`src/ptc_pkg.sv`:
```
// Purpose: shared constants of the periodic timer core
// Assumes: apb byte addresses, one register per 32-bit word
// Notes: register offsets are local choices
package ptc_pkg;
  localparam int ADDR_W = 8;
  localparam logic [7:0] OFF_CTL0 = 8'h00;
  localparam logic [7:0] OFF_CTL1 = 8'h04;
  localparam logic [7:0] OFF_CNT_LO = 8'h08;
  localparam logic [7:0] OFF_CNT_HI = 8'h0c;
  localparam logic [7:0] OFF_CMPA_LO = 8'h10;
  localparam logic [7:0] OFF_CMPA_HI = 8'h14;
  localparam logic [7:0] OFF_PER_LO = 8'h18;
  localparam logic [7:0] OFF_PER_HI = 8'h1c;
  localparam logic [7:0] OFF_FLAGS = 8'h20;
  // control zero fields
  localparam int C0_HOLD = 7;
  localparam int C0_CKSEL_LSB = 4;
  localparam int C0_ON = 3;
  // control one fields
  localparam int C1_MODE_LSB = 6;
  localparam int C1_PINF_LSB = 4;
  localparam int C1_OLVL = 3;
  localparam int C1_INV = 2;
  localparam int C1_CCLR = 0;
  // flag register fields
  localparam int FL_A = 0;
  localparam int FL_P = 1;
  localparam logic [7:0] CTL0_RST = 8'h00;
  localparam logic [7:0] CTL1_RST = 8'h00;
  localparam logic [15:0] VAL_RST = 16'h0000;
  localparam logic [15:0] CNT_MAX = 16'hffff;
  localparam logic [1:0] SYS_DIV_LAST = 2'h3;
  localparam logic [3:0] HS16_LAST = 4'hf;
  localparam logic [5:0] HS64_LAST = 6'h3f;
  typedef enum logic [1:0] {MODE_CMP = 2'h0, MODE_UNDEF = 2'h1, MODE_PWM = 2'h2, MODE_TC = 2'h3} ptc_mode_t;
  typedef enum logic [2:0] {
    CK_SYS4 = 3'h0, CK_SYS = 3'h1, CK_H16 = 3'h2, CK_H64 = 3'h3,
    CK_SUB0 = 3'h4, CK_SUB1 = 3'h5, CK_EXT_R = 3'h6, CK_EXT_F = 3'h7
  } ptc_cksel_t;
  localparam logic [1:0] PF_NONE = 2'h0;
  localparam logic [1:0] PF_LOW = 2'h1;
  localparam logic [1:0] PF_HIGH = 2'h2;
  localparam logic [1:0] PF_TOGGLE = 2'h3;
endpackage
```
`src/ptc_core.sv`:
```
// Purpose: 16-bit periodic timer with two comparators behind apb
// Assumes: pclk is the system clock; high and sub clocks arrive as one-cycle ticks, the external clock as a pin level
// Notes: register file, counter, comparators and output pin in one module
// Function
// RULE1 - 16-bit up-counter steps on selected clock edge
// RULE2 - comparators A and P match all 16 bits
// RULE3 - on rise clears count, fall holds it
// RULE4 - overflow or selected match clears, raising flags
// RULE5 - hold bit freezes count, release resumes
// RULE6 - three-bit field selects counter clock source
// RULE7 - counter off means no counting
// RULE8 - on rise restores initial output level
// RULE9 - control zero bits 2..0 read zero
// RULE10 - two-bit field selects operating mode
// RULE11 - software switches off before changing mode
// RULE12 - compare mode A match drives pin per field
// RULE13 - pwm mode pin field forces output function
// RULE14 - match level equal to initial shows no change
// RULE15 - software changes pwm pin field only off
// RULE16 - level bit sets initial or active level
// RULE17 - invert bit flips pin except timer mode
// RULE18 - software writes zero to reserved bit
// RULE19 - clear source picks A or P/overflow
// RULE20 - count readable, compare and period writable
// RULE21 - inverse pin always complements main pin
// RULE22 - clear on A suppresses comparator P flag
// RULE23 - zero compare A overflows without A flag
// RULE24 - count wraps from maximum to zero
`timescale 1ns/1ps
module ptc_core (
  input wire logic pclk,
  input wire logic presetn,
  input wire logic psel,
  input wire logic penable,
  input wire logic pwrite,
  input wire logic [ptc_pkg::ADDR_W-1:0] paddr,
  input wire logic [31:0] pwdata,
  output logic [31:0] prdata,
  output logic pready,
  output logic pslverr,
  input wire logic high_clock_tick,
  input wire logic sub_clock_tick,
  input wire logic external_count_clock_pin,
  output logic timer_output_pin,
  output logic timer_output_pin_inverse,
  output logic compare_a_flag,
  output logic compare_p_flag
);
  logic [7:0] ctl0_reg;
  logic [7:0] ctl1_reg;
  logic [15:0] count_reg;
  logic [15:0] count_next;
  logic [15:0] cmp_a_reg;
  logic [15:0] period_reg;
  logic [1:0] flags_reg;
  logic [1:0] flags_next;
  logic [1:0] sys_div_reg;
  logic [5:0] hs_div_reg;
  logic ext_s1_reg;
  logic ext_s2_reg;
  logic ext_s3_reg;
  logic out_lvl_reg;
  logic out_lvl_next;
  logic pin_reg;
  logic pin_inv_reg;
  logic pin_next;

  function automatic logic val_hit(input logic [15:0] cnt, input logic [15:0] val);
    val_hit = (cnt == val);
  endfunction

  // apb decode
  wire wr_en = psel & penable & pwrite;
  wire sel_ctl0 = (paddr == ptc_pkg::OFF_CTL0);
  wire sel_ctl1 = (paddr == ptc_pkg::OFF_CTL1);
  wire sel_cnt_lo = (paddr == ptc_pkg::OFF_CNT_LO);
  wire sel_cnt_hi = (paddr == ptc_pkg::OFF_CNT_HI);
  wire sel_a_lo = (paddr == ptc_pkg::OFF_CMPA_LO);
  wire sel_a_hi = (paddr == ptc_pkg::OFF_CMPA_HI);
  wire sel_p_lo = (paddr == ptc_pkg::OFF_PER_LO);
  wire sel_p_hi = (paddr == ptc_pkg::OFF_PER_HI);
  wire sel_flags = (paddr == ptc_pkg::OFF_FLAGS);
  wire mapped = sel_ctl0 | sel_ctl1 | sel_cnt_lo | sel_cnt_hi | sel_a_lo | sel_a_hi | sel_p_lo | sel_p_hi | sel_flags;

  assign pready = 1'b1;
  assign pslverr = psel & penable & ~mapped;

  always_comb begin
    prdata = 32'h0000_0000;
    if (sel_ctl0) begin
      prdata[7:3] = ctl0_reg[7:3]; // [RULE9]
    end else if (sel_ctl1) begin
      prdata[7:0] = ctl1_reg;
    end else if (sel_cnt_lo) begin
      prdata[7:0] = count_reg[7:0]; // [RULE20]
    end else if (sel_cnt_hi) begin
      prdata[7:0] = count_reg[15:8]; // [RULE20]
    end else if (sel_a_lo) begin
      prdata[7:0] = cmp_a_reg[7:0];
    end else if (sel_a_hi) begin
      prdata[7:0] = cmp_a_reg[15:8];
    end else if (sel_p_lo) begin
      prdata[7:0] = period_reg[7:0];
    end else if (sel_p_hi) begin
      prdata[7:0] = period_reg[15:8];
    end else if (sel_flags) begin
      prdata[1:0] = flags_reg;
    end
  end

  // control fields
  wire on_bit = ctl0_reg[ptc_pkg::C0_ON];
  wire hold_bit = ctl0_reg[ptc_pkg::C0_HOLD];
  wire [2:0] ck_sel = ctl0_reg[ptc_pkg::C0_CKSEL_LSB +: 3];
  wire [1:0] mode = ctl1_reg[ptc_pkg::C1_MODE_LSB +: 2]; // [RULE10]
  wire [1:0] pin_fn = ctl1_reg[ptc_pkg::C1_PINF_LSB +: 2];
  wire olvl = ctl1_reg[ptc_pkg::C1_OLVL];
  wire inv = ctl1_reg[ptc_pkg::C1_INV];
  wire cclr = ctl1_reg[ptc_pkg::C1_CCLR];
  wire m_cmp = (mode == ptc_pkg::MODE_CMP);
  wire m_pwm = (mode == ptc_pkg::MODE_PWM);
  wire m_sp = m_pwm & (pin_fn == ptc_pkg::PF_TOGGLE);
  // the undefined mode code is run like timer mode with the pin parked low
  wire m_tc = ~m_cmp & ~m_pwm;

  // software on bit edge; a write is the only way it can rise
  wire wr_ctl0 = wr_en & sel_ctl0;
  wire on_set_ev = wr_ctl0 & pwdata[ptc_pkg::C0_ON] & ~on_bit; // [RULE3]

  // clock source ticks
  wire tick_sys4 = (sys_div_reg == ptc_pkg::SYS_DIV_LAST);
  wire tick_h16 = high_clock_tick & (hs_div_reg[3:0] == ptc_pkg::HS16_LAST);
  wire tick_h64 = high_clock_tick & (hs_div_reg == ptc_pkg::HS64_LAST);
  // edge detect reads only the second and third stages, never the first
  wire ext_rise = ext_s2_reg & ~ext_s3_reg;
  wire ext_fall = ~ext_s2_reg & ext_s3_reg;
  logic tick;
  always_comb begin
    case (ck_sel) // [RULE6]
      ptc_pkg::CK_SYS4: tick = tick_sys4;
      ptc_pkg::CK_SYS: tick = 1'b1;
      ptc_pkg::CK_H16: tick = tick_h16;
      ptc_pkg::CK_H64: tick = tick_h64;
      ptc_pkg::CK_SUB0: tick = sub_clock_tick;
      ptc_pkg::CK_SUB1: tick = sub_clock_tick;
      ptc_pkg::CK_EXT_R: tick = ext_rise;
      default: tick = ext_fall;
    endcase
  end

  // comparators and counting events
  wire run = on_bit & ~hold_bit; // [RULE5] [RULE7]
  wire tick_run = run & tick;
  wire a_eq = val_hit(count_reg, cmp_a_reg); // [RULE2]
  wire p_eq = (period_reg == ptc_pkg::VAL_RST) ? val_hit(count_reg, ptc_pkg::CNT_MAX)
                                                : val_hit(count_reg, period_reg); // [RULE2]
  wire a_ev = tick_run & a_eq & (cmp_a_reg != ptc_pkg::VAL_RST); // [RULE23]
  wire p_ev = tick_run & p_eq;
  // single pulse never clears the count; pwm ignores the clear source
  wire clear_ev = m_sp ? 1'b0 : (m_pwm ? p_ev : (cclr ? a_ev : p_ev)); // [RULE4] [RULE19]
  wire a_set = a_ev;
  wire p_set = p_ev & ~m_sp & ~(cclr & ~m_pwm); // [RULE22]
  wire sp_end = m_sp & a_ev;

  always_comb begin
    count_next = count_reg;
    if (on_set_ev) begin
      count_next = ptc_pkg::VAL_RST; // [RULE3]
    end else if (tick_run && clear_ev) begin
      count_next = ptc_pkg::VAL_RST; // [RULE4]
    end else if (tick_run) begin
      count_next = 16'(count_reg + 16'h0001); // [RULE1] [RULE24]
    end
  end

  // hardware set wins over a write-one clear in the same cycle
  wire [1:0] flag_clr = (wr_en & sel_flags) ? pwdata[1:0] : 2'h0;
  assign flags_next = (flags_reg & ~flag_clr) | {p_set, a_set}; // [RULE4]

  // output level before polarity
  always_comb begin
    out_lvl_next = out_lvl_reg;
    if (on_set_ev && !m_tc) begin
      out_lvl_next = olvl; // [RULE8] [RULE16]
    end else if (m_cmp && a_set) begin
      case (pin_fn) // [RULE12] [RULE14]
        ptc_pkg::PF_LOW: out_lvl_next = 1'b0;
        ptc_pkg::PF_HIGH: out_lvl_next = 1'b1;
        ptc_pkg::PF_TOGGLE: out_lvl_next = ~out_lvl_reg;
        default: out_lvl_next = out_lvl_reg;
      endcase
    end
  end

  logic drive_lvl;
  always_comb begin
    drive_lvl = out_lvl_reg;
    if (m_pwm) begin
      case (pin_fn) // [RULE13] [RULE16]
        ptc_pkg::PF_NONE: drive_lvl = ~olvl;
        ptc_pkg::PF_LOW: drive_lvl = olvl;
        ptc_pkg::PF_HIGH: drive_lvl = (count_reg < cmp_a_reg) ? olvl : ~olvl;
        default: drive_lvl = on_bit ? olvl : ~olvl;
      endcase
    end
  end
  assign pin_next = m_tc ? 1'b0 : (drive_lvl ^ inv); // [RULE17]

  always_ff @(posedge pclk or negedge presetn) begin
    if (!presetn) begin
      ctl0_reg <= ptc_pkg::CTL0_RST;
      ctl1_reg <= ptc_pkg::CTL1_RST;
      cmp_a_reg <= ptc_pkg::VAL_RST;
      period_reg <= ptc_pkg::VAL_RST;
    end else begin
      if (wr_ctl0) begin
        ctl0_reg <= {pwdata[7:3], 3'h0};
      end else if (sp_end) begin
        ctl0_reg[ptc_pkg::C0_ON] <= 1'b0;
      end
      if (wr_en && sel_ctl1) begin
        ctl1_reg <= pwdata[7:0];
      end
      if (wr_en && sel_a_lo) begin
        cmp_a_reg[7:0] <= pwdata[7:0]; // [RULE20]
      end
      if (wr_en && sel_a_hi) begin
        cmp_a_reg[15:8] <= pwdata[7:0];
      end
      if (wr_en && sel_p_lo) begin
        period_reg[7:0] <= pwdata[7:0];
      end
      if (wr_en && sel_p_hi) begin
        period_reg[15:8] <= pwdata[7:0];
      end
    end
  end

  always_ff @(posedge pclk or negedge presetn) begin
    if (!presetn) begin
      count_reg <= ptc_pkg::VAL_RST;
      flags_reg <= 2'h0;
      out_lvl_reg <= 1'b0;
      pin_reg <= 1'b0;
      pin_inv_reg <= 1'b1;
    end else begin
      count_reg <= count_next;
      flags_reg <= flags_next;
      out_lvl_reg <= out_lvl_next;
      pin_reg <= pin_next;
      pin_inv_reg <= ~pin_next; // [RULE21]
    end
  end

  always_ff @(posedge pclk or negedge presetn) begin
    if (!presetn) begin
      sys_div_reg <= 2'h0;
      hs_div_reg <= 6'h00;
      ext_s1_reg <= 1'b0;
      ext_s2_reg <= 1'b0;
      ext_s3_reg <= 1'b0;
    end else begin
      sys_div_reg <= 2'(sys_div_reg + 2'h1);
      if (high_clock_tick) begin
        hs_div_reg <= 6'(hs_div_reg + 6'h01);
      end
      ext_s1_reg <= external_count_clock_pin;
      ext_s2_reg <= ext_s1_reg;
      ext_s3_reg <= ext_s2_reg;
    end
  end

  assign timer_output_pin = pin_reg;
  assign timer_output_pin_inverse = pin_inv_reg;
  assign compare_a_flag = flags_reg[ptc_pkg::FL_A];
  assign compare_p_flag = flags_reg[ptc_pkg::FL_P];
endmodule

```
`config.mk`:
```
export PLATFORM = sky130hd
export DESIGN_NAME = ptc_core
export DESIGN_NICKNAME = d
export VERILOG_FILES = /design/src/ptc_pkg.sv /design/src/ptc_core.sv
export SDC_FILE = /design/constraint.sdc
export NUM_CORES = 1
export LEC_CHECK = 0
export ABC_AREA = 1
export BUFFER_PORTS_ARGS = -buffer_cell sky130_fd_sc_hd__buf_2
export CAP_MARGIN = 20
export CORE_MARGIN = 5
export CORE_UTILIZATION = 58
export CTS_BUF_LIST = sky130_fd_sc_hd__clkbuf_8 sky130_fd_sc_hd__clkbuf_16
export DETAILED_ROUTE_END_ITERATION = 16
export GPL_TIMING_DRIVEN = 0
export MAX_ROUTING_LAYER = met4
export PLACE_DENSITY = 0.82
export SLEW_MARGIN = 20
export SYNTH_ARGS = -nofsm -noshare
export SYNTH_HDL_FRONTEND = slang
export SYNTH_SLANG_ARGS = --single-unit
```
`constraint.sdc`:
```
create_clock -name pclk -period 2 [get_ports pclk]
set_input_delay 0.3 -clock pclk [delete_from_list [all_inputs] [get_ports pclk]]
set_output_delay 0.3 -clock pclk [all_outputs]
set_load 0.02 [all_outputs]
```
==> flow_summary.toml, run 1 <==
[run_status]
status = "finished, violations left"
violations = "setup timing"

[cts]
cts.sinks = 77
h-tree-depth = 3
insertion_delay_ns = 0.37
cts_buffer_depth = 2
cts-root-buf = "clkbuf_8"
cts_buffers = 9
cts.clk_slew.worst_paths_ns = 0.10
cts_tree = "built"

[critical_path]
reg2reg_slack_ns = -0.08
critPathCaptureType = "primary output"
r2r-end = "count_reg[15]"
crit_type = "in2out"
critPathMostFrequentCell = "buf_6"
worstPathCellList = "buf_2 -> nor2_4 -> inv_2 -> nor3_4 -> buf_6 -> buf_6 -> nand2_8 -> o22ai_4 -> a21oi_2 -> o21ai_2 -> nor2_2 -> o2111ai_2 -> buf_6"
cpMaxStageDelayCell = "buf_6"
r2r_start = "count_reg[0]"
reg2reg_depth = 11
arrival_ns = 1.81
critPathLaunchType = "input port"
worstPathRequired_ns = 1.70
cp_max_fo = 5
critPathMaxStageDelay_ns = 0.22

[layout]
area_growth_pct = 30.85
drive_gt1_share_pct = 34.35
fin_nets = 948
nFillCells = 661
antenna_cells = 0

[synth]
synth-edff-count = 0
synth_top_area_share_pct = 35.02
muxShareOfSynthArea_pct = 0
avgSynthCellArea_um2 = 7.183
syn_inst = 756
synth-async-reset-ratio_pct = 100.0
ys_seq_area_share_pct = 35.51
synthSimpleGateAreaFrac_pct = 33.13
synth_warnings = 0
synthXorXnorAreaFrac_pct = 2.074
ys_ff_latch = 77
synth.distinct_cells = 44
synth_top_family_by_area = "simple AND/OR/NAND/NOR gates"
netlist_top_cells_area = "dfrtp_1, nand2_1, inv_1"
yosys.area.top_type = "dfrtp_1"
synth_compound_area_share_pct = 11.43
synth_flop_cell = "dfrtp_1"
synthAdderAreaFrac_pct = 5.300
netlist_area_mm2 = 0.005430

[place]
place_congestion = 1.037
io_buffers = 36
post-place-ws_ns = -0.2545
dp_hpwl_mm = 12.88

[global_route]
antenna_found_initial = 0
grt_pass1_wl_mm = 27.35
overflow = 0
grt_max_degree = 41
grt_use_total_pct = 31.88
grt_pass1_vias = 5384

[routing]
wire_per_inst_um = 18.83
drt_iter0_markers = 494
met1_length_mm = 7.239
vias = 5679
ant_nets = 0
drt_wl_total_mm = 18.70
drc = 0
wl_met3_mm = 1.560
dr_wl_met2_mm = 8.821
dr.pass1.iters = 5
routed.top_layer = "met4"
via_per_inst = 5.719

[floorplan]
initial_utilization_pct = 59.05
die_w_um = 106.8
core-area_mm2 = 0.009196
ioPinCount = 86
num_rows = 35
die_h_um = 106.8
dieArea_mm2 = 0.01140

[sta]
finalClockSkew_ns = 0.01313
finalCritPeriodShare_pct = 105.3
slew_violations = 0
slew-limit-headroom_pct = 63.17
max_freq_ghz = 0.4749
fin_crit_ns = 2.106
tns_ns = -1.195
setup_viol = 23
final_hold_viol_count = 0
setup_slack_ns = -0.1057
tightestPinTransition_ns = 0.5525
rsz0062_at_grt = "true"

[worst_hold_path]
hold_path.startpoint = "external_count_clock_pin"
hold_depth = 1
hp-class = "in2reg"
min_to = "ext_s1_reg"

[power]
power_density_mw_per_mm2 = 572.0
peakVddDrop_uv = 659.7
power.leakage_nw = 3.451

[run]
maxCapViolations = 0
-- stage by stage --
stage,instances,cell area [um2],hold slack [ns],total power [mW],utilization (%)
floorplan,779,5517,0.004409,2.230,-
global placement,926,5836,0.3331,2.404,63.46
detailed placement,927,5858,0.3240,2.452,63.70
CTS,965,6541,0.03010,3.927,71.13
global route,993,7106,0.01457,4.232,77.27
finish,993,7106,0.02676,4.064,77.27
-- area by class of cell --
class	count	area, um2	share of cell area, %
Clock inverter	7	113.9	1.602
Inverter	104	400.4	5.635
Sequential cell	77	1947	27.40
Multi-Input combinational cell	562	3401	47.86
Timing Repair Buffer	84	683.2	9.614
Buffer	39	297.8	4.191
Tap cell	111	138.9	1.955
Clock buffer	9	123.9	1.743
-- worst max-delay path: cells and delay by family --
kind	cells	cell delay, ns
buffers and inverters	5	0.70
AO/OA/AOI/OAI	4	0.41
AND/OR/NAND/NOR	4	0.37
-- worst max path at each step --
stage,from,to,slack (ns),cells after the start
final,paddr[7],prdata[6],-0.11,13
after detailed placement,count_reg[14],count_reg[13],-0.25,10
after floorplan,paddr[7],prdata[2],0.16,9
after global placement,count_reg[14],count_reg[13],-0.24,10
after global routing,period_reg[4],count_reg[15],-0.19,15
after CTS,cmp_a_reg[13],count_reg[8],-0.08,11
-- synthesized netlist by cell type, types with 2 or more instances --
cell       number
nand2_1       228
inv_1          92
dfrtp_1        76
nor2_1         61
o21ai_1        41
buf_4          26
o21ai_0        25
ha_1           23
a21oi_1        22
nand3_2        18
nand3_1        17
nor2_2         13
inv_2          12
nand4_1        11
nand2_2        10
nor3_1         10
xor2_1          9
buf_2           8
o2111ai_1       7
o22ai_1         7
buf_6           4
nand2_4         3
nor3_2          3
nor3b_1         3
nor4_1          3
o21bai_1        3
and2_1          2
conb_1          2
xnor2_1         2
-- cell usage in the layout (no fill, tap or decap), types with 5 or more instances in the layout --
cell type  synthesis  final
nor2_1            61     52
clkbuf_8           0      9
nand2_2           10     26
nand3_1           17     15
nand2_1          228    204
inv_2             12     26
o21ai_1           41     44
o21ai_0           25     18
nand4_1           11     11
buf_6              4     10
ha_1              23     19
buf_4             26     69
nand2_4            3     10
inv_1             92     74
a21oi_1           22     18
nand3_2           18     17
dfrtp_2            0     15
buf_12             0      5
nor2_2            13     21
xor2_1             9      9
dfrtp_1           76     61
nor3_1            10      5
buf_2              8     34
conb_1             2     25
nor3_4             1      7
-- power by group --
part           total [mW]  switching, mW  leakage (nW)  internal, mW
Combinational       0.887          0.534          2.31         0.353
Clock                1.45          0.711         0.121         0.740
Sequential           1.73         0.0801          1.02          1.65
Total                4.06           1.32          3.45          2.74
-- repair_timing --
item | CTS | global route
endpoints found under the setup margin | 28 | 29
gates cloned | 2 | 3
hold buffers | 1 | 0
pin swaps | 19 | 40
hold endpoints to repair | 36 | 0
resized for setup | 69 | 87
setup buffers | 19 | 25
-- per-layer routing --
layer,global-route usage (%),vias up
met5,-,-
li1,-,2619
met3,5.178,85
met4,13.97,0
met1,41.06,2665
met2,50.00,310
-- kinds of logic (layout without fill, tap and decap cells) --
family / after synthesis / count (layout)
AOI/OAI and AO/OA: 112 / 112
other: 2 / 25
DFF: 77 / 77
xor gates and xnor gates: 12 / 12
and+or+nand+nor: 387 / 390
adders and majority gates: 23 / 23
buffers and inverters: 143 / 243
No activity file was read; power rests on OpenSTA's default activity.
==> run 2, diff against run 1 <==
--- a/config.mk
+++ b/config.mk
@@ -6,6 +6,7 @@
 export NUM_CORES = 1
 export LEC_CHECK = 0
 export ABC_AREA = 1
+export ABC_CLOCK_PERIOD_IN_PS = 2000
 export BUFFER_PORTS_ARGS = -buffer_cell sky130_fd_sc_hd__buf_2
 export CAP_MARGIN = 20
 export CORE_MARGIN = 5
@@ -15,6 +16,7 @@
 export GPL_TIMING_DRIVEN = 0
 export MAX_ROUTING_LAYER = met4
 export PLACE_DENSITY = 0.82
+export SETUP_SLACK_MARGIN = 0.5
 export SLEW_MARGIN = 20
 export SYNTH_ARGS = -nofsm -noshare
 export SYNTH_HDL_FRONTEND = slang
==> run 2 against run 1 <==
Against the previous run:
- the flow still finishes with violations (setup timing)
- worst hold slack better by 0.0047 ns
- count of clock-buffer cells in the layout stayed put
- combinational power is 17% higher
- maximum frequency is 3.6% lower
- total power is 1.5% higher
- global-route usage is 3.6 points higher
- critical path type unchanged
==> flow_summary.toml, run 2 (synthesis gave the netlist of run 1 again) <==
[run_status]
status = "finished, violations left"
violations = "setup timing"

[critical_path]
arrival_ns = 1.88
cp_max_fo = 6
worstPathRequired_ns = 1.70
critPathCaptureType = "primary output"
crit_type = "in2out"
critPathLaunchType = "input port"

[routing]
drt_wl_total_mm = 22.68
ant_nets = 0
drc = 0
via_per_inst = 6.227
vias = 6470
dr.pass1.iters = 7
drt_iter0_markers = 931
wire_per_inst_um = 21.83

[floorplan]
die_h_um = 106.8
dieArea_mm2 = 0.01140
die_w_um = 106.8
ioPinCount = 86
core-area_mm2 = 0.009196
initial_utilization_pct = 59.05
num_rows = 35

[cts]
cts.clk_slew.worst_paths_ns = 0.11
h-tree-depth = 3
cts.sinks = 77
cts_buffer_depth = 2
cts-root-buf = "clkbuf_8"
cts_tree = "built"
insertion_delay_ns = 0.38
cts_buffers = 9

[layout]
final_cell_mix = "nand2_1, buf_4, inv_1"
drive_gt1_share_pct = 40.73
nFillCells = 468
antenna_cells = 0
finalInstanceArea_mm2 = 0.007749
seq_area_mm2 = 0.001946
multi_input_area_mm2 = 0.003587
final_common_cell = "nand2_1"
fin_nets = 994
stdcell_count = 1039
area_growth_pct = 42.70
utilization_pct = 84.26

[power]
power_density_mw_per_mm2 = 532.5
peakVddDrop_uv = 588.7
power.leakage_nw = 3.785
p_total_mw = 4.126

[sta]
max_freq_ghz = 0.4578
finalCritPeriodShare_pct = 109.2
hold_ws_ns = 0.03149
setup_viol = 26
tns_ns = -2.680
setup_slack_ns = -0.1843
slew-limit-headroom_pct = 60.90
fin_crit_ns = 2.184
tightestPinTransition_ns = 0.5844
finalClockSkew_ns = 0.01983
slew_violations = 0
rsz0062_at_grt = "true"
final_hold_viol_count = 0

[global_route]
grt_use_total_pct = 35.45
antenna_found_initial = 0
grt_pass1_wl_mm = 30.47
grt_pass1_vias = 5782
overflow = 0
grt_max_degree = 61

[place]
post-place-ws_ns = -0.1101
dp.cells = 927
place_congestion = 0.9810
place_area_mm2 = 0.005954
io_buffers = 36
dp_hpwl_mm = 12.40

[run]
maxCapViolations = 0

[worst_hold_path]
hp-class = "in2reg"
## run 2: cell types whose count changed in the layout (fill, tap and decap cells not counted), sizes merged
cell / delta
buf: +47
bufinv: -1
clkinvlp: +2
clkbuf: -1
clkinv: -1
## run 2: cell type report
class / count / area share [%]
multi-input combinational: 562 / 46.29
sequential: 77 / 25.11
timing repair buffer: 130 / 14.32
inverter: 104 / 5.458
buffer: 39 / 4.295
tap: 111 / 1.792
clock buffer: 9 / 1.599
clock inverter: 7 / 1.130
## run 2: path summary, 6_finish.rpt
path	end	startpoint	slack, ns	cells past startpoint
worst max register to register	count_reg[15]	ctl0_reg[4]	-0.13	12
worst min-delay path	ext_s1_reg	external_count_clock_pin	0.03	1
worst max-delay path	prdata[5]	paddr[7]	-0.18	13
worst min register to register	ext_s2_reg	ext_s1_reg	0.37	0
min in group asynchronous	count_reg[1]	presetn	0.33	2
max in group asynchronous	cmp_a_reg[8]	presetn	1.05	3
## run 2: power breakdown
part           switching [mW]  internal, mW
clock network           0.744         0.608
registers              0.0844          1.65
logic                   0.599         0.444
## run 2: repair_timing
action	in CTS	in global routing
gates cloned	6	1
gates resized for setup	125	93
hold buffers	1	0
pin swaps	39	40
endpoints found under the hold margin	16	0
setup endpoints to repair	31	50
setup buffers	58	30
## run 2: per-layer routing
layer	vias to the layer above	GRT usage (%)	share of wire, %
li1	2706	-	-
met3	180	7.345	12
met2	615	56.29	46
met1	2969	43.65	34
met5	-	-	0
met4	0	16.44	8.0
## run 2: worst max-delay path, stage by stage
cell       delay [ns]
buf_6            0.10
nor2_4           0.11
inv_2            0.07
nor3_4           0.22
buf_12           0.20
buf_4            0.14
nand2_4          0.10
o22ai_4          0.16
a21oi_2          0.05
o21ai_1          0.11
nor2_2           0.07
o2111ai_2        0.10
buf_6            0.15
